**src/core/perf_sel_pkg.sv**
```systemverilog
// constants, types and shared decode helpers for the event-select counter
package perf_sel_pkg;

    // ==========================================================
    // event codes
    localparam logic [7:0] EV_L2_FETCH = 8'h28;
    localparam logic [7:0] EV_L2_READ = 8'h29;
    localparam logic [7:0] EV_L2_WRITE = 8'h2a;
    localparam logic [7:0] EV_L2_REQ = 8'h2e;
    localparam logic [7:0] EV_L2_REFUSE = 8'h30;
    localparam logic [7:0] EV_L2_IDLE = 8'h32;
    localparam logic [7:0] EV_PSTATE = 8'h3a;
    localparam logic [7:0] EV_THERMAL = 8'h3b;
    localparam logic [7:0] EV_ACTIVE = 8'h3c;
    localparam logic [7:0] EV_L1_READ = 8'h40;
    localparam logic [7:0] EV_L1_WRITE = 8'h41;
    localparam logic [7:0] EV_L1_LOCK = 8'h42;
    localparam logic [7:0] EV_MEM_REF = 8'h43;
    localparam logic [7:0] EV_MEM_CREF = 8'h44;
    localparam logic [7:0] EV_L1_REPL = 8'h45;
    localparam logic [7:0] EV_M_ALLOC = 8'h46;
    localparam logic [7:0] EV_M_EVICT = 8'h47;
    localparam logic [7:0] EV_PEND_MISS = 8'h48;
    localparam logic [7:0] EV_DTLB_MISS = 8'h49;
    localparam logic [7:0] EV_SW_PREF = 8'h4b;
    localparam logic [7:0] EV_L1_PREF = 8'h4f;

    // ==========================================================
    // fixed unit-mask values
    localparam logic [7:0] UM_NONE = 8'h00;
    localparam logic [7:0] UM_FREQ = 8'h10;
    localparam logic [7:0] UM_THERMAL = 8'hc0;
    localparam logic [7:0] UM_ACTIVE = 8'h01;
    localparam logic [7:0] UM_SERIAL = 8'h02;
    localparam logic [7:0] UM_ALL_REF = 8'h01;
    localparam logic [7:0] UM_CACHE_REF = 8'h02;
    localparam logic [7:0] UM_REPL = 8'h0f;
    localparam logic [7:0] UM_SW_PREF_MAX = 8'h03;

    // ==========================================================
    // unit-mask field positions
    localparam int UM_MESI_LSB = 0; // bit3 M, bit2 E, bit1 S, bit0 I
    localparam int UM_NO_PREF_BIT = 4; // set: drop hardware-prefetch requests
    localparam int UM_NO_DEMAND_BIT = 5; // set: drop demand requests
    localparam int UM_THIS_CORE_BIT = 6;
    localparam int UM_OTHER_CORE_BIT = 7;

    // ==========================================================
    // second-level request kinds
    localparam logic [1:0] L2_KIND_FETCH = 2'h0;
    localparam logic [1:0] L2_KIND_READ = 2'h1;
    localparam logic [1:0] L2_KIND_WRITE = 2'h2;

    // ==========================================================
    // register map (byte offsets) and fields
    localparam logic [3:0] OFF_SELECT = 4'h0;
    localparam logic [3:0] OFF_COUNT = 4'h4;
    localparam logic [3:0] OFF_STATUS = 4'h8;
    localparam int SEL_CODE_LSB = 0;
    localparam int SEL_UMASK_LSB = 8;
    localparam int SEL_EDGE_BIT = 18;
    localparam int SEL_ENABLE_BIT = 22;
    localparam int SEL_CMASK_LSB = 24;
    localparam int STAT_WRAP_BIT = 0;
    localparam int STAT_DEFINED_BIT = 1;
    localparam logic [31:0] SELECT_RESET = 32'h0000_0000;
    localparam logic [31:0] COUNT_RESET = 32'h0000_0000;

    // ==========================================================
    // bus handshake states
    typedef enum logic [1:0] {
        BUS_IDLE = 2'b01,
        BUS_ACK = 2'b10
    } bus_state_t;

    // any selected line state present in the access
    function automatic logic mesi_hit(input logic [3:0] state, input logic [7:0] umask);
        mesi_hit = |(state & umask[UM_MESI_LSB +: 4]);
    endfunction

    // core filter: 00 is read as this core only
    function automatic logic core_hit(input logic other, input logic [7:0] umask);
        core_hit = other ? umask[UM_OTHER_CORE_BIT]
                         : (umask[UM_THIS_CORE_BIT] | ~umask[UM_OTHER_CORE_BIT]);
    endfunction

endpackage

```
**src/core/event_decode.sv**
```systemverilog
// maps event code and unit mask onto one per-cycle increment
module event_decode (
    input wire logic [7:0] code, // selected event code
    input wire logic [7:0] umask, // selected unit mask
    input wire logic l2_valid, // second-level access this cycle
    input wire logic [1:0] l2_kind, // fetch, read or write
    input wire logic [3:0] l2_state, // line state, one-hot M E S I
    input wire logic l2_other_core, // access issued by the other core
    input wire logic l2_hw_prefetch, // access issued by hardware prefetch
    input wire logic l2_refusing, // second level busy and refusing
    input wire logic l2_no_request, // no second-level request present
    input wire logic pstate_any, // performance-state transition pulse
    input wire logic pstate_freq, // frequency transition pulse
    input wire logic thermal_trip, // in thermal trip
    input wire logic bus_tick, // one core cycle per bus cycle
    input wire logic core_halted, // this core halted
    input wire logic other_halted, // other core halted
    input wire logic l1_read, // first-level data read
    input wire logic l1_write, // first-level data write
    input wire logic l1_lock_read, // first-level locked read
    input wire logic l1_cacheable, // access is cacheable
    input wire logic [3:0] l1_state, // line state, one-hot M E S I
    input wire logic l1_replace, // first-level line replaced
    input wire logic l1_m_alloc, // modified line allocated
    input wire logic l1_m_evict, // modified line evicted
    input wire logic [3:0] l1_pending, // outstanding first-level misses
    input wire logic dtlb_miss, // data translation miss
    input wire logic sw_pref_miss, // software prefetch or stream missed all
    input wire logic [1:0] sw_pref_kind, // 0 nta, 1 t1, 2 t2, 3 stream
    input wire logic first_level_prefetch_requests, // first-level prefetch request
    output logic [3:0] inc, // increment for this cycle
    output logic defined // code and mask form a known pair
);

    // ==========================================================
    // qualifiers
    wire l2_q = l2_valid & perf_sel_pkg::mesi_hit(l2_state, umask)
        & perf_sel_pkg::core_hit(l2_other_core, umask);
    wire pf_q = l2_hw_prefetch ? ~umask[perf_sel_pkg::UM_NO_PREF_BIT]
                               : ~umask[perf_sel_pkg::UM_NO_DEMAND_BIT];
    wire l1_q = l1_cacheable & perf_sel_pkg::mesi_hit(l1_state, umask);
    wire um_none = umask == perf_sel_pkg::UM_NONE;

    // ==========================================================
    // per-event selects, each true when the pair is legal
    wire s_fetch = code == perf_sel_pkg::EV_L2_FETCH;
    wire s_read = code == perf_sel_pkg::EV_L2_READ;
    wire s_write = code == perf_sel_pkg::EV_L2_WRITE;
    wire s_req = code == perf_sel_pkg::EV_L2_REQ;
    wire s_refuse = code == perf_sel_pkg::EV_L2_REFUSE;
    wire s_idle = code == perf_sel_pkg::EV_L2_IDLE;
    wire s_ps_any = code == perf_sel_pkg::EV_PSTATE && um_none;
    wire s_ps_freq = code == perf_sel_pkg::EV_PSTATE && umask == perf_sel_pkg::UM_FREQ;
    wire s_thermal = code == perf_sel_pkg::EV_THERMAL && umask == perf_sel_pkg::UM_THERMAL;
    wire s_active = code == perf_sel_pkg::EV_ACTIVE && umask == perf_sel_pkg::UM_ACTIVE;
    wire s_serial = code == perf_sel_pkg::EV_ACTIVE && umask == perf_sel_pkg::UM_SERIAL;
    wire s_l1rd = code == perf_sel_pkg::EV_L1_READ;
    wire s_l1wr = code == perf_sel_pkg::EV_L1_WRITE;
    wire s_lock = code == perf_sel_pkg::EV_L1_LOCK;
    wire s_ref = code == perf_sel_pkg::EV_MEM_REF && umask == perf_sel_pkg::UM_ALL_REF;
    wire s_cref = code == perf_sel_pkg::EV_MEM_CREF && umask == perf_sel_pkg::UM_CACHE_REF;
    wire s_repl = code == perf_sel_pkg::EV_L1_REPL && umask == perf_sel_pkg::UM_REPL;
    wire s_malloc = code == perf_sel_pkg::EV_M_ALLOC && um_none;
    wire s_mevict = code == perf_sel_pkg::EV_M_EVICT && um_none;
    wire s_pend = code == perf_sel_pkg::EV_PEND_MISS && um_none;
    wire s_dtlb = code == perf_sel_pkg::EV_DTLB_MISS && um_none;
    wire s_swpf = code == perf_sel_pkg::EV_SW_PREF && umask <= perf_sel_pkg::UM_SW_PREF_MAX;
    wire s_l1pf = code == perf_sel_pkg::EV_L1_PREF && um_none;

    // ==========================================================
    // single-count sources; only one select can be true at a time
    wire fire =
        (s_fetch & l2_q & l2_kind == perf_sel_pkg::L2_KIND_FETCH) |
        (s_read & l2_q & l2_kind == perf_sel_pkg::L2_KIND_READ) |
        (s_write & l2_q & l2_kind == perf_sel_pkg::L2_KIND_WRITE) |
        (s_req & l2_q & pf_q) |
        (s_refuse & l2_refusing) |
        (s_idle & l2_no_request) |
        (s_ps_any & pstate_any) |
        (s_ps_freq & pstate_freq) |
        (s_thermal & thermal_trip) |
        (s_active & bus_tick & ~core_halted) |
        (s_serial & bus_tick & ~core_halted & other_halted) |
        (s_l1rd & l1_read & l1_q) |
        (s_l1wr & l1_write & l1_q) |
        (s_lock & l1_lock_read & l1_q) |
        (s_ref & (l1_read | l1_write)) |
        (s_cref & (l1_read | l1_write) & l1_cacheable) |
        (s_repl & l1_replace) |
        (s_malloc & l1_m_alloc) |
        (s_mevict & l1_m_evict) |
        (s_dtlb & dtlb_miss) |
        (s_swpf & sw_pref_miss & sw_pref_kind == umask[1:0]) |
        (s_l1pf & first_level_prefetch_requests); // R17, resubmitted requests count again

    // the weighted miss event adds the whole outstanding count
    assign inc = s_pend ? l1_pending : {3'h0, fire};
    assign defined = s_fetch | s_read | s_write | s_req | s_refuse | s_idle
        | s_ps_any | s_ps_freq | s_thermal | s_active | s_serial | s_l1rd
        | s_l1wr | s_lock | s_ref | s_cref | s_repl | s_malloc | s_mevict
        | s_pend | s_dtlb | s_swpf | s_l1pf;

endmodule

```
**src/core/perf_counter.sv**
```systemverilog
// event-select performance counter with an avalon-mm register slave
// Contract
// 28H counts second-level code fetches, speculative too, by line state and core.
// 29H counts second-level reads, 2AH writes, by line state and core.
// 2EH counts all second-level requests, by state, core and prefetch bits.
// 30H counts each cycle the second level is busy refusing requests.
// 32H counts each cycle with no second-level request.
// 3AH counts all state transitions with mask 00H, frequency ones with 10H.
// 3BH mask C0H counts thermal trip cycles; edge mode counts trips.
// 3CH mask 01H active bus cycles; 02H only while other core halts.
// 40H counts cacheable first-level reads, 41H writes, by line state.
// 42H counts cacheable first-level locked reads, filtered by line state.
// 43H/01H counts all first-level accesses; 44H/02H cacheable ones only.
// 45H with mask 0FH counts first-level line replacements.
// with mask 00H, 46H counts modified allocations, 47H modified evictions.
// 48H adds outstanding misses per cycle; threshold one counts busy cycles.
// 49H with mask 00H counts data translation misses.
// 4BH counts prefetch or streaming misses; mask 00H-03H picks the kind.
// 4FH counts first-level prefetch requests; resubmits may count twice.
// line-state mask bits select M, E, S, I; any selected match counts.
// only defined code and mask pairs advance the counter.
//
// Added by the designer: the Avalon-MM interface to the registers and the placing of the registers.
module perf_counter (
    input wire logic clock, // core clock, 250 mhz
    input wire logic resetn, // asynchronous reset, active low
    input wire logic [3:0] address, // byte address, word aligned
    input wire logic read, // bus read request
    input wire logic write, // bus write request
    input wire logic [31:0] writedata, // bus write data
    input wire logic [3:0] byteenable, // bus byte lanes
    output logic [31:0] readdata, // bus read data
    output logic waitrequest, // bus stall, low for the answer cycle
    input wire logic l2_valid, // second-level access this cycle
    input wire logic [1:0] l2_kind, // fetch, read or write
    input wire logic [3:0] l2_state, // line state, one-hot M E S I
    input wire logic l2_other_core, // access from the other core
    input wire logic l2_hw_prefetch, // access from hardware prefetch
    input wire logic l2_refusing, // second level refusing requests
    input wire logic l2_no_request, // no second-level request
    input wire logic pstate_any, // performance-state transition pulse
    input wire logic pstate_freq, // frequency transition pulse
    input wire logic thermal_trip, // thermal trip level
    input wire logic bus_tick, // bus cycle marker
    input wire logic core_halted, // this core halted
    input wire logic other_halted, // other core halted
    input wire logic l1_read, // first-level data read
    input wire logic l1_write, // first-level data write
    input wire logic l1_lock_read, // first-level locked read
    input wire logic l1_cacheable, // access cacheable
    input wire logic [3:0] l1_state, // line state, one-hot M E S I
    input wire logic l1_replace, // line replaced
    input wire logic l1_m_alloc, // modified line allocated
    input wire logic l1_m_evict, // modified line evicted
    input wire logic [3:0] l1_pending, // outstanding misses
    input wire logic dtlb_miss, // translation miss
    input wire logic sw_pref_miss, // software prefetch or stream miss
    input wire logic [1:0] sw_pref_kind, // prefetch kind
    input wire logic first_level_prefetch_requests, // first-level prefetch request
    output logic [31:0] count_value // live counter value
);

    // ==========================================================
    // register state
    logic [31:0] select_r;
    logic [31:0] select_nxt;
    logic [31:0] count_r;
    logic [31:0] count_nxt;
    logic wrap_r;
    logic wrap_nxt;
    logic prev_cond_r;
    logic [31:0] readdata_r;
    logic [31:0] readdata_nxt;
    logic waitrequest_r;
    perf_sel_pkg::bus_state_t state_r;
    perf_sel_pkg::bus_state_t state_nxt;

    // ==========================================================
    // select fields
    wire [7:0] sel_code = select_r[perf_sel_pkg::SEL_CODE_LSB +: 8];
    wire [7:0] sel_umask = select_r[perf_sel_pkg::SEL_UMASK_LSB +: 8];
    wire [7:0] sel_cmask = select_r[perf_sel_pkg::SEL_CMASK_LSB +: 8];
    wire sel_edge = select_r[perf_sel_pkg::SEL_EDGE_BIT];
    wire sel_enable = select_r[perf_sel_pkg::SEL_ENABLE_BIT];

    // ==========================================================
    // event decode
    logic [3:0] raw_inc;
    logic defined;

    event_decode decode (
        .code(sel_code),
        .umask(sel_umask),
        .l2_valid(l2_valid),
        .l2_kind(l2_kind),
        .l2_state(l2_state),
        .l2_other_core(l2_other_core),
        .l2_hw_prefetch(l2_hw_prefetch),
        .l2_refusing(l2_refusing),
        .l2_no_request(l2_no_request),
        .pstate_any(pstate_any),
        .pstate_freq(pstate_freq),
        .thermal_trip(thermal_trip),
        .bus_tick(bus_tick),
        .core_halted(core_halted),
        .other_halted(other_halted),
        .l1_read(l1_read),
        .l1_write(l1_write),
        .l1_lock_read(l1_lock_read),
        .l1_cacheable(l1_cacheable),
        .l1_state(l1_state),
        .l1_replace(l1_replace),
        .l1_m_alloc(l1_m_alloc),
        .l1_m_evict(l1_m_evict),
        .l1_pending(l1_pending),
        .dtlb_miss(dtlb_miss),
        .sw_pref_miss(sw_pref_miss),
        .sw_pref_kind(sw_pref_kind),
        .first_level_prefetch_requests(first_level_prefetch_requests),
        .inc(raw_inc),
        .defined(defined)
    );

    // ==========================================================
    // threshold and edge shaping of the increment
    // a nonzero threshold turns the weighted count into a yes/no per cycle
    wire thresh_on = sel_cmask != 8'h00;
    wire thresh_met = {4'h0, raw_inc} >= sel_cmask;
    wire cond = thresh_on ? thresh_met : (raw_inc != 4'h0);
    // edge mode counts only the rising edge of the condition
    wire edge_hit = cond & ~prev_cond_r;
    wire [3:0] shaped = sel_edge ? {3'h0, edge_hit}
                      : (thresh_on ? {3'h0, thresh_met} : raw_inc);
    // an undefined pair or a disabled counter adds nothing
    wire [3:0] step = (defined & sel_enable) ? shaped : 4'h0;
    wire [32:0] sum = {1'b0, count_r} + {29'h0, step};

    // ==========================================================
    // bus address decode
    wire hit_select = address == perf_sel_pkg::OFF_SELECT;
    wire hit_count = address == perf_sel_pkg::OFF_COUNT;
    wire hit_status = address == perf_sel_pkg::OFF_STATUS;
    wire in_ack = state_r == perf_sel_pkg::BUS_ACK;
    // writes land only at the edge where the master sees waitrequest low
    wire take_write = write & in_ack;
    wire [31:0] status_word = {30'h0, defined, wrap_r};
    wire [31:0] read_word = hit_select ? select_r
                          : hit_count ? count_r
                          : hit_status ? status_word
                          : 32'h0000_0000;

    // ==========================================================
    // byte-lane merge for the writable registers
    logic [31:0] select_merged;
    logic [31:0] count_merged;
    logic [31:0] wdata_lane;
    genvar lane;
    generate
        for (lane = 0; lane < 4; lane = lane + 1)
        begin : g_lane
            assign wdata_lane[8*lane +: 8] = byteenable[lane] ? writedata[8*lane +: 8] : 8'h00;
            assign select_merged[8*lane +: 8] = byteenable[lane]
                ? writedata[8*lane +: 8] : select_r[8*lane +: 8];
            assign count_merged[8*lane +: 8] = byteenable[lane]
                ? writedata[8*lane +: 8] : count_r[8*lane +: 8];
        end
    endgenerate

    // ==========================================================
    // next-state values
    // a software load of the counter takes priority over counting that cycle
    assign select_nxt = (take_write & hit_select) ? select_merged : select_r;
    assign count_nxt = (take_write & hit_count) ? count_merged : sum[31:0];
    // wrap flag: a new wrap in the clearing cycle keeps the flag set
    wire wrap_clear = take_write & hit_status & wdata_lane[perf_sel_pkg::STAT_WRAP_BIT];
    wire wrap_set = sum[32] & ~(take_write & hit_count);
    assign wrap_nxt = wrap_set | (wrap_r & ~wrap_clear);
    assign readdata_nxt = (state_nxt == perf_sel_pkg::BUS_ACK && read) ? read_word
                        : 32'h0000_0000;

    // ==========================================================
    // bus handshake: one stall cycle, then one answer cycle
    always_comb
    begin
        case (state_r)
            perf_sel_pkg::BUS_IDLE: state_nxt = (read | write) ? perf_sel_pkg::BUS_ACK
                                                               : perf_sel_pkg::BUS_IDLE;
            perf_sel_pkg::BUS_ACK: state_nxt = perf_sel_pkg::BUS_IDLE;
            default: state_nxt = perf_sel_pkg::BUS_IDLE;
        endcase
    end

    // ==========================================================
    // bus registers
    always_ff @(posedge clock or negedge resetn)
    begin
        if (!resetn)
        begin
            state_r <= perf_sel_pkg::BUS_IDLE;
            waitrequest_r <= 1'b1;
            readdata_r <= 32'h0000_0000;
        end
        else
        begin
            state_r <= state_nxt;
            waitrequest_r <= state_nxt != perf_sel_pkg::BUS_ACK;
            readdata_r <= readdata_nxt;
        end
    end

    // ==========================================================
    // counter registers
    always_ff @(posedge clock or negedge resetn)
    begin
        if (!resetn)
        begin
            select_r <= perf_sel_pkg::SELECT_RESET;
            count_r <= perf_sel_pkg::COUNT_RESET;
            wrap_r <= 1'b0;
            prev_cond_r <= 1'b0;
        end
        else
        begin
            select_r <= select_nxt;
            count_r <= count_nxt;
            wrap_r <= wrap_nxt;
            prev_cond_r <= cond;
        end
    end

    // outputs come straight from flip-flops
    assign readdata = readdata_r;
    assign waitrequest = waitrequest_r;
    assign count_value = count_r;

endmodule

```
**config.mk**
```make
export PLATFORM = sky130hd
export DESIGN_NAME = perf_counter
export DESIGN_NICKNAME = d
export VERILOG_FILES = /design/src/core/perf_sel_pkg.sv /design/src/core/event_decode.sv /design/src/core/perf_counter.sv
export SDC_FILE = /design/constraint.sdc
export NUM_CORES = 1
export LEC_CHECK = 0
export BUFFER_PORTS_ARGS = -buffer_cell sky130_fd_sc_hd__buf_2
export CORE_UTILIZATION = 25
export CTS_CLUSTER_SIZE = 16
export DETAILED_ROUTE_END_ITERATION = 6
export GPL_ROUTABILITY_DRIVEN = 1
export REMOVE_ABC_BUFFERS = 1
export SLEW_MARGIN = 5
export SYNTH_ARGS = -nofsm -noshare
export SYNTH_HDL_FRONTEND = slang
export SYNTH_SLANG_ARGS = --single-unit
```
**constraint.sdc**
```tcl
create_clock -name clock -period 14 [get_ports clock]
set_clock_uncertainty 0.15 [all_clocks]
set_input_delay 0.7 -clock clock [delete_from_list [all_inputs] [get_ports clock]]
set_output_delay 0.7 -clock clock [all_outputs]
set_load 0.005 [all_outputs]
```
; ---- Word level (Yosys, flattened, before mapping)
; Cells that the tools add are included.
[op_classes]
add_sub_neg = 1
mul = 0
div_mod_pow = 0
n_lt_le_gt_ge = 2
eq_ne = 39
shifts = 0
muxes = 19
bitwise = 102
n_reduce_logical = 26
[ops]
columns = operator, count
row1 = two-way mux 32 bit, 4
row2 = == test 8 x 7 -> 1 bit (second input constant), 12
row3 = == test 8 x 6 -> 1 bit (second input constant), 9
row4 = bitwise OR 1 bit, 47
row5 = bitwise AND 1 bit, 46
row6 = adder 32 x 4 -> 33 bit, 1
row7 = two-way mux 8 bit, 4
row8 = two-way mux 4 bit, 4
row9 = logical AND 1 bit, 15
row10 = != test 2 bit (second input constant), 5
row11 = bitwise AND 4 bit, 2
row12 = == test 8 x 1 -> 1 bit (second input constant), 1
row13 = == test 8 x 2 -> 1 bit (second input constant), 1
row14 = == test 8 x 4 -> 1 bit (second input constant), 1
row15 = == test 8 x 5 -> 1 bit (second input constant), 1
row16 = == test 8 bit (second input constant), 1
row17 = greater-or-equal comparator 4 x 8 -> 1 bit, 1
row18 = less-or-equal comparator 8 x 2 -> 1 bit (second input constant), 1
row19 = logical NOT 8 bit, 1
row20 = AND reduction 2 bit, 4
row21 = nonzero test 8 bit, 1
row22 = OR reduction 4 bit, 2
row23 = inverter 1 bit, 7
row24 = == test 2 bit (second input constant), 3
row25 = 9 further kinds, 15
[totals]
regBits = 101
latchBits = 0
ramBits = 0
mem_bits_ro = 0
input_bits = 81
output_inout_bits = 65
wordCells = 202
memories = 0

; ---- Longest topological paths before layout
; Gate-level depths: netlist (run 1).
[depth]
depth_word = 36
depth_mapped = 22
depth_no_buf = 21

; ---- Modules after synthesis
; From an unflattened synthesis (run 1), not the netlist that was laid out.
[hier_totals]
hier_cells = 592
hier_area_um2 = 5780.5
[modules_own_cells]
columns = module, instances, cells_each, area_each_um2, seq_area_each_um2
row1 = perf_counter, 1, 485, 5026.1, 2503.7
row2 = event_decode, 1, 107, 754.5, 0.0

; ---- Worst setup path before layout (run 1)
; No wires, ideal clock.
[synth_timing]
path_type = input to register
from = input sw_pref_kind[0]
to = register count_r[30] (netlist: count_value[30])
setup_ns = 0.094
t_arrival_ns = 4.552
required_time_ns = 13.756
setup_slack_ns = 9.204
path_stages = 21
path_buffers = 0
cell_sequence = xor2_1 > o32a_1 > or4_1 > o2111ai_1 > nor4_2 > o21bai_1 > ha_1 > nand2b_1 > a21o_1 > a21o_1 > a211oi_1 > a2111oi_2 > ha_1 > inv_1 > fa_1 > nor2b_1 > o21a_1 > o2111a_1 > nor2b_1 > nor3_1 > a211oi_1
[synth_via]
elab_chain_cells = 12
elab_cells_between_ends = 14
classes_between = add/sub: 1 / order compare: 1 / eq/ne: 1 / mux: 6 / bitwise: 4 / reduce/logical: 1
[synth_rtl]
columns = item, line_no
row1 = from (decl), perf_counter.sv:58  ; input wire logic [1:0] sw_pref_kind,
row2 = == test 2 bit *, event_decode.sv:93  ; (s_swpf & sw_pref_miss & sw_pref_kind == umask[1:0]) |
row3 = bitwise AND 1 bit *, event_decode.sv:93
row4 = bitwise OR 1 bit *, event_decode.sv:92  ; (s_dtlb & dtlb_miss) |
row5 = bitwise OR 1 bit *, event_decode.sv:93
row6 = two-way mux 4 bit *, event_decode.sv:97  ; assign inc = s_pend ? l1_pending : {3'h0, fire};
row7 = greater-or-equal comparator 4 x 8 -> 1 bit / nonzero test 4 bit (equally long branches), "perf_counter.sv:128, perf_counter.sv:129"
row8 = two-way mux 1 bit, perf_counter.sv:129  ; wire cond = thresh_on ? thresh_met : (raw_inc != 4'h0);
row9 = bitwise AND 1 bit, perf_counter.sv:131  ; wire edge_hit = cond & ~prev_cond_r;
row10 = two-way mux 4 bit *, perf_counter.sv:132  ; wire [3:0] shaped = sel_edge ? {3'h0, edge_hit}
row11 = two-way mux 4 bit *, perf_counter.sv:135  ; wire [3:0] step = (defined & sel_enable) ? shaped : 4'h0;
row12 = adder 32 x 4 -> 33 bit *, perf_counter.sv:136  ; wire [32:0] sum = {1'b0, count_r} + {29'h0, step};
row13 = two-way mux 32 bit *, perf_counter.sv:173  ; assign count_nxt = (take_write & hit_count) ? count_merged : sum[31:0];
row14 = to (signal assigned), perf_counter.sv:218  ; count_r <= perf_sel_pkg::COUNT_RESET;
row15 = to (signal assigned), perf_counter.sv:225  ; count_r <= count_nxt;
row16 = to (decl), perf_counter.sv:67  ; logic [31:0] count_r;
; Every way passes the cells marked *; elsewhere a longest branch is shown, timed or not.
; A chain may end at the register's enable or synchronous reset.

; ---- Worst setup path after layout (run 1)
[layout_timing]
from = register select_r[0]
to = register count_r[30] (netlist: count_value[30])
[layout_via]
elab_chain_cells = 32
elab_cells_between_ends = 123
classes_between = add/sub: 1 / order compare: 1 / eq/ne: 21 / mux: 6 / bitwise: 79 / reduce/logical: 15
[layout_rtl]
columns = item, line_no
row1 = from (decl), perf_counter.sv:65  ; logic [31:0] select_r;
row2 = from (signal assigned), perf_counter.sv:217  ; select_r <= perf_sel_pkg::SELECT_RESET;
row3 = from (signal assigned), perf_counter.sv:224  ; select_r <= select_nxt;
row4 = "== test 8 x 6 -> 1 bit, on equally long branches", "event_decode.sv:46, event_decode.sv:47"
row5 = "bitwise AND 1 bit, on equally long branches (2 in a row)", "event_decode.sv:73, event_decode.sv:74"
row6 = bitwise OR 1 bit, event_decode.sv:73  ; (s_fetch & l2_q & l2_kind == perf_sel_pkg::L2_KIND_FETCH) |
row7 = bitwise OR 1 bit, event_decode.sv:74  ; (s_read & l2_q & l2_kind == perf_sel_pkg::L2_KIND_READ) |
row8 = bitwise OR 1 bit, event_decode.sv:75  ; (s_write & l2_q & l2_kind == perf_sel_pkg::L2_KIND_WRITE) |
row9 = bitwise OR 1 bit, event_decode.sv:76  ; (s_req & l2_q & pf_q) |
row10 = bitwise OR 1 bit, event_decode.sv:77  ; (s_refuse & l2_refusing) |
row11 = bitwise OR 1 bit, event_decode.sv:78  ; (s_idle & l2_no_request) |
row12 = [15 not listed], --
row13 = two-way mux 4 bit, event_decode.sv:97
row14 = greater-or-equal comparator 4 x 8 -> 1 bit / nonzero test 4 bit (equally long branches), "perf_counter.sv:128, perf_counter.sv:129"
row15 = two-way mux 1 bit, perf_counter.sv:129
row16 = bitwise AND 1 bit, perf_counter.sv:131
row17 = two-way mux 4 bit, perf_counter.sv:132
row18 = two-way mux 4 bit *, perf_counter.sv:135
row19 = adder 32 x 4 -> 33 bit *, perf_counter.sv:136
row20 = two-way mux 32 bit *, perf_counter.sv:173
; Marks and branches as above.

==> results of run 1 <==
==> final cells by class <==
| type | instances | area, µm² | area share |
|---|---|---|---|
| Multi-Input combinational cell | 417 | 2880 | 0.420 |
| Inverter | 17 | 63.8 | 0.00932 |
| Tap cell | 280 | 350 | 0.0511 |
| Antenna cell | 3 | 7.51 | 0.00110 |
| Clock buffer | 10 | 239 | 0.0349 |
| Sequential cell | 100 | 2500 | 0.365 |
| Timing Repair Buffer | 149 | 758 | 0.111 |
| Clock inverter | 4 | 51.3 | 0.00749 |
==> cells in the mapped netlist (3+ instances only) <==
master,n
a211oi_1,14
a21o_1,4
a21oi_1,21
a22oi_1,31
a311oi_1,4
a31oi_1,5
a32oi_1,3
and2_1,8
and3_1,11
and4_1,7
buf_1,4
buf_2,7
clkbuf_1,20
dfrtp_1,99
ha_1,8
inv_1,17
mux2_2,30
mux2i_1,11
nand2_1,36
nand2b_1,6
nand3_1,15
nand4_1,14
nor2_1,68
nor2b_1,8
nor3_1,16
nor4_1,8
nor4b_1,3
nor4bb_1,3
o211ai_1,5
o21a_1,3
o21ai_0,8
o21bai_1,3
o22ai_1,8
xor2_1,3
==> worst min path at each step <==
stage / endpoint / cells after the start
finish: readdata[26]$_DFF_PN0_ / 1
global route: readdata[27]$_DFF_PN0_ / 1
CTS: readdata[27]$_DFF_PN0_ / 1
detailed placement: select_r[21]$_DFFE_PN0P_ / 1
global placement: select_r[20]$_DFFE_PN0P_ / 1
floorplan: count_value[0]$_DFFE_PN0P_ / 0
==> routing by layer <==
layer	track usage	up-vias	part of all wire
li1	-	2389	-
met1	0.214	2495	0.45
met2	0.255	158	0.46
met3	0.0557	34	0.068
met4	0.0445	8	0.012
met5	0	-	0.0024
==> state kept, by name, summed over array words and instances (netlist names) <==
signal / cells
readdata: 32
waitrequest: 1
select_r: 32
wrap_r: 1
state_r: 1
count_value: 32
prev_cond_r: 1
==> kinds of logic (layout without fill, tap and decap cells) <==
kind of cell | Yosys count | after routing | synth area share
simple gates | 222 | 222 | 0.217
compound gates | 138 | 138 | 0.182
mux | 43 | 43 | 0.0845
xor+xnor | 5 | 5 | 0.00786
buf+inv | 50 | 180 | 0.0368
fa+ha+maj | 9 | 9 | 0.0216
other cells | 0 | 3 | 0
flops | 100 | 100 | 0.449
==> stage by stage <==
stage | cells | setup slack, ps | hold WS (ps) | util | cell area, µm²
detailed placement | 963 | 8580 | 348 | 0.300 | 6550
global route | 978 | 8280 | 115 | 0.314 | 6850
finish | 980 | 8590 | 97.1 | 0.314 | 6850
floorplan | 534 | 9190 | 254 | - | 5430
CTS | 977 | 8640 | 102 | 0.314 | 6840
global placement | 963 | 8720 | 339 | 0.300 | 6550
==> worst max-delay path: cells and delay by family, from the launching register on <==
kind	cells	cell delay, ps
AO/OA/AOI/OAI	10	2040
AND/OR/NAND/NOR	7	1510
adder cells (fa/ha/maj)	3	920
flip-flops	1	630
buffers and inverters	1	60
==> report_power, final <==
part           internal (mW)  leakage, nW  switching (mW)  total, mW
logic                 0.0759         1.65          0.0868      0.163
registers              0.326         1.34          0.0615      0.388
clock network          0.142        0.140           0.112      0.254
==> impl_results.md, run 1 <==
- WS Path Type: flop to flop
- Grt ovf: 0
- Die height: 151 µm
- CTS resizes: 0
- DP HPWL: 13800 µm
- R2R depth: 21
- Post-synth ARST share: 1.00
- RSZ-0062 raised after global routing: no
- Layout cells sized above 1: 0.303
- Largest net degree at the start of global routing: 76
- Max H-tree Level: 3
- Vias in the first global route: 4901
- Worst min path class: input port to asynchronous set/reset pin
- Core area: 21800 µm²
- Leading area contributor after synthesis: dfrtp_1
- Slowest stage cell, crit path: dfrtp_1
- R2R Path End: count_value[30]$_DFFE_PN0P_
- DIE AREA: 22900 µm²
- Antenna-violating nets left: 0
- TritonCTS Buffers: 9
- Chip width: 151 µm
- Crit path from: select_r[0]$_DFFE_PN0P_
- Commonest cells after routing, fill and taps aside: buf_2, dfrtp_1, nor2_1
- Flops & latches, synth: 100
- CTS tree: yes
- Final #Nets: 784
- Power Dens Cells: 117 nW/µm²
- Clk slew on worst S/H paths: 70 ps
- Sequential share of the synthesized area: 0.449
- Row cnt: 54
- Global placement routability congestion: 0.874
- Clk_lat worst skew: 360 ps
- Number of synthesized flops with an enable pin: 0
- Crit-path most repeated cell: nor2b_1
- Post-route DRC: 0
- Post-synth cell types: 78
- Outcome: completed
- Commonest non-fill, non-tap cell in the layout: buf_2
- Final Setup Violations: 0
- Slew Limit Headroom: 0.333
- 1st-pass router iterations: 5
- Initial antenna violation count: 7
- Worst path cell trace: nor2b_1, nor4b_1, a22oi_1, a21oi_1, nor4_2, o21bai_1, ha_1, nand2b_1, a21o_1, a21o_1, a211oi_1, a2111oi_2, ha_1, inv_1, fa_1, nor2b_1, o21a_1, o2111a_1, nor2b_1, nor3_1, a211oi_1
- Synth warn: 0
- Number of setup buffers added after CTS: 0
- Initial DRC count: 487
- Reg2reg setup slack: 8590 ps
- Largest stage delay, worst path: 630 ps
- VDD IR max: 0.0510 mV
- Area Growth Syn to Fin: 23.0%
- Cell count after synthesis: 567
- Main synth FF type: dfrtp_1
- Required @ worst endpoint: 14110 ps
- Routed Wire Length: 18500 µm
- Fill cells: 2260
- CTS Buffer Depth: 2
- Io pins: 146
- Critical Path Fanout Max: 15
- Drt wl/cell: 18.9 µm
- Syn avg cell area: 9.82 µm²
- Number of max-cap violations: 0
- Fin. Hold Viols: 0
- Leakage: 3.14 nW
- Startpoint Class: flop
- Arrival time of the worst setup path: 5520 ps
- Post-route minimum period: 5410 ps
- Synthesized cell area: 5570 µm²
- Worst-margin pin slew: 1000 ps
- First-pass GRT wire length: 28300 µm
- Total GRT Usage: 0.164
- Share of the synthesized area in the top cell type: 0.445
- Sum Neg Setup Slack: 0 ps
- Root buf cell: clkbuf_16
- Max Slew Vio Count: 0
- Port Buffers: 145
- Initial Util: 0.255
- Fmax: 0.185 GHz
- # hold bufs at CTS: 0
- Period Utilization, post-route: 0.386
- End point of the critical path: count_value[30]$_DFFE_PN0P_
- RR Startpoint: select_r[0]$_DFFE_PN0P_
- DR vias/cell: 5.19
- Area contributors post-synth: dfrtp_1, mux2_2, nor2_1
- DR vias: 5084
- Overall Power: 0.804 mW
- CP endpoint kind: flop
- Clock Sinks: 100
(Power assumes the default switching activity.)
==> inputs of run 2 (changes only) <==
- clock period: 14 -> 4.39 ns (I/O delays scaled with it)
==> impl_results.md, run 2 (synthesized netlist as in run 1, its figures left out) <==
- Initial antenna violation count: 2
- TritonCTS Buffers: 9
- Largest net degree at the start of global routing: 70
- Commonest cells after routing, fill and taps aside: buf_2, dfrtp_1, buf_4
- Final #Nets: 894
- Period Utilization, post-route: 1.06
- Root buf cell: clkbuf_16
- Worst Setup Slack, final: -281 ps
- Layout cells sized above 1: 0.417
- Leakage: 3.73 nW
- Routed Wire Length: 19800 µm
- RSZ-0062 raised after global routing: yes
- Die height: 151 µm
- Row cnt: 54
- Worst-margin pin slew: 951 ps
- Clk slew on worst S/H paths: 70 ps
- Antenna-violating nets left: 0
- WP depth: 24
- Number of max-cap violations: 0
- Core area: 21800 µm²
- Port Buffers: 145
- Global placement routability congestion: 0.935
- Antenna fix cells: 0
- CP endpoint kind: flop
- M1 WL: 8980 µm
- Startpoint Class: flop
- Slew Limit Headroom: 0.364
- Grt ovf: 0
- Clock Sinks: 100
- Placed insts: 1026
- R2R depth: 24
- Pre-CTS WS: -517 ps
- Switch share: 0.313
- Io pins: 146
- Largest stage delay, worst path: 490 ps
- Delay-heaviest family, CP: compound AO/OA/AOI/OAI gates
- Required @ worst endpoint: 4480 ps
- Slowest stage cell, crit path: nor4bb_1
- Commonest non-fill, non-tap cell in the layout: buf_2
- Clk pwr share: 0.331
- DR WL met2: 9280 µm
- Worst path cell trace: buf_4, nor4bb_1, nand3_1, a211oi_2, a211o_1, nor4_2, o21bai_1, ha_1, nand2b_1, a21o_1, a21o_1, a211oi_2, a2111oi_2, ha_2, inv_2, fa_2, nor2b_2, o21a_1, buf_4, buf_6, o211ai_1, buf_4, o22ai_2, nor2_1
- Initial DRC count: 364
- Crit-path most repeated cell: buf_4
- Post-route DRC: 0
- Outcome: complete, but fails checks
- Critical Path Fanout Max: 6
- WP buf/inv: 5
- Clk_lat worst skew: 350 ps
- Chip width: 151 µm
- Finished Core Util: 0.370
- Fin. Hold Viols: 0
- DP HPWL: 14800 µm
- DR vias: 5537
- Drt wl/cell: 18.2 µm
- CTS Buffer Depth: 2
- Total GRT Usage: 0.177
- Switching power: 0.898 mW
- Worst min path class: input port to flop
- 1st-pass router iterations: 5
- Final Setup Violations: 30
- Hold depth: 3
- WS Path Type: flop to flop
- Failing checks: setup timing
- Arrival time of the worst setup path: 4760 ps
- Max Slew Vio Count: 0
- Met3 Routed Length: 1150 µm
- Highest routed layer: met5
- Fmax: 0.214 GHz
- Max H-tree Level: 3
- DR vias/cell: 5.08
- Cell internal pwr: 1.97 mW
- Initial Util: 0.255
- Post-route minimum period: 4670 ps
- CTS tree: yes
- Cell Count, Final, Fillers Out: 1089
- First-pass GRT wire length: 30500 µm
- VDD IR max: 0.188 mV
- Seq pwr share: 0.424
- Vias in the first global route: 5424
- Combinational fraction of design power: 0.245
- Area Growth Syn to Fin: 44.9%
- DIE AREA: 22900 µm²
- Power Dens Cells: 356 nW/µm²
-- run 2: cell type report --
| class | count | area [µm²] |
|---|---|---|
| well taps | 280 | 350 |
| fillers | 2232 | 13800 |
| inverters | 17 | 63.8 |
| clock inverters | 6 | 118 |
| repair buffers | 259 | 1700 |
| flip-flops and latches | 100 | 2510 |
| clock buffers | 10 | 239 |
| multi-input cells | 417 | 3090 |
-- run 2: final timing paths --
path                                               start                         end  slack (ps)
worst max-delay path            select_r[15]$_DFFE_PN0P_  count_value[6]$_DFFE_PN0P_        -280
worst min-delay path                        writedata[6]  count_value[6]$_DFFE_PN0P_           9
worst max register to register  select_r[15]$_DFFE_PN0P_  count_value[6]$_DFFE_PN0P_        -280
worst min register to register  select_r[21]$_DFFE_PN0P_    select_r[21]$_DFFE_PN0P_         360
max in group asynchronous                         resetn     select_r[8]$_DFFE_PN0P_        2680
min in group asynchronous                         resetn      readdata[30]$_DFF_PN0_         390
-- run 2: repair_timing --
item / CTS / global route
hold endpoints to repair: 102 / 0
endpoints found under the setup margin: 29 / 30
resized for setup: 44 / 15
buffers inserted: 13 / 2
pin swaps: 25 / 11
hold buffers: 32 / 0
-- run 2: per-stage QoR --
step / TNS [ps] / area [µm²] / power (mW) / hold slack (ps)
after floorplan: -2580 / 5430 / 1.48 / -226
after global placement: -11750 / 7050 / 1.87 / 271
after detailed placement: -9430 / 7050 / 1.87 / 268
after CTS: -2990 / 7990 / 2.89 / 1.24
after global routing: -11490 / 8070 / 3.02 / 1.28
final: -4480 / 8070 / 2.87 / 9.05
-- run 2: per-layer routing --
layer | vias to the layer above | track usage
met2 | 176 | 0.282
met3 | 30 | 0.0340
met4 | 4 | 0.0585
met1 | 2721 | 0.239
met5 | - | 0
li1 | 2606 | -
-- run 2: power by group through the flow --
stage	Combinational (mW)	Clock, mW	Sequential [mW]
2_1_floorplan	0.281	0	1.20
3_3_place_gp	0.646	0	1.23
3_5_place_dp	0.642	0	1.23
4_1_cts	0.703	0.969	1.22
5_1_grt	0.770	1.01	1.24
6_report	0.704	0.950	1.22
-- run 2: tightest hold or removal path, stage by stage --
cell,delay (ps)
buf_2,120
o22ai_2,80
nor2_1,50
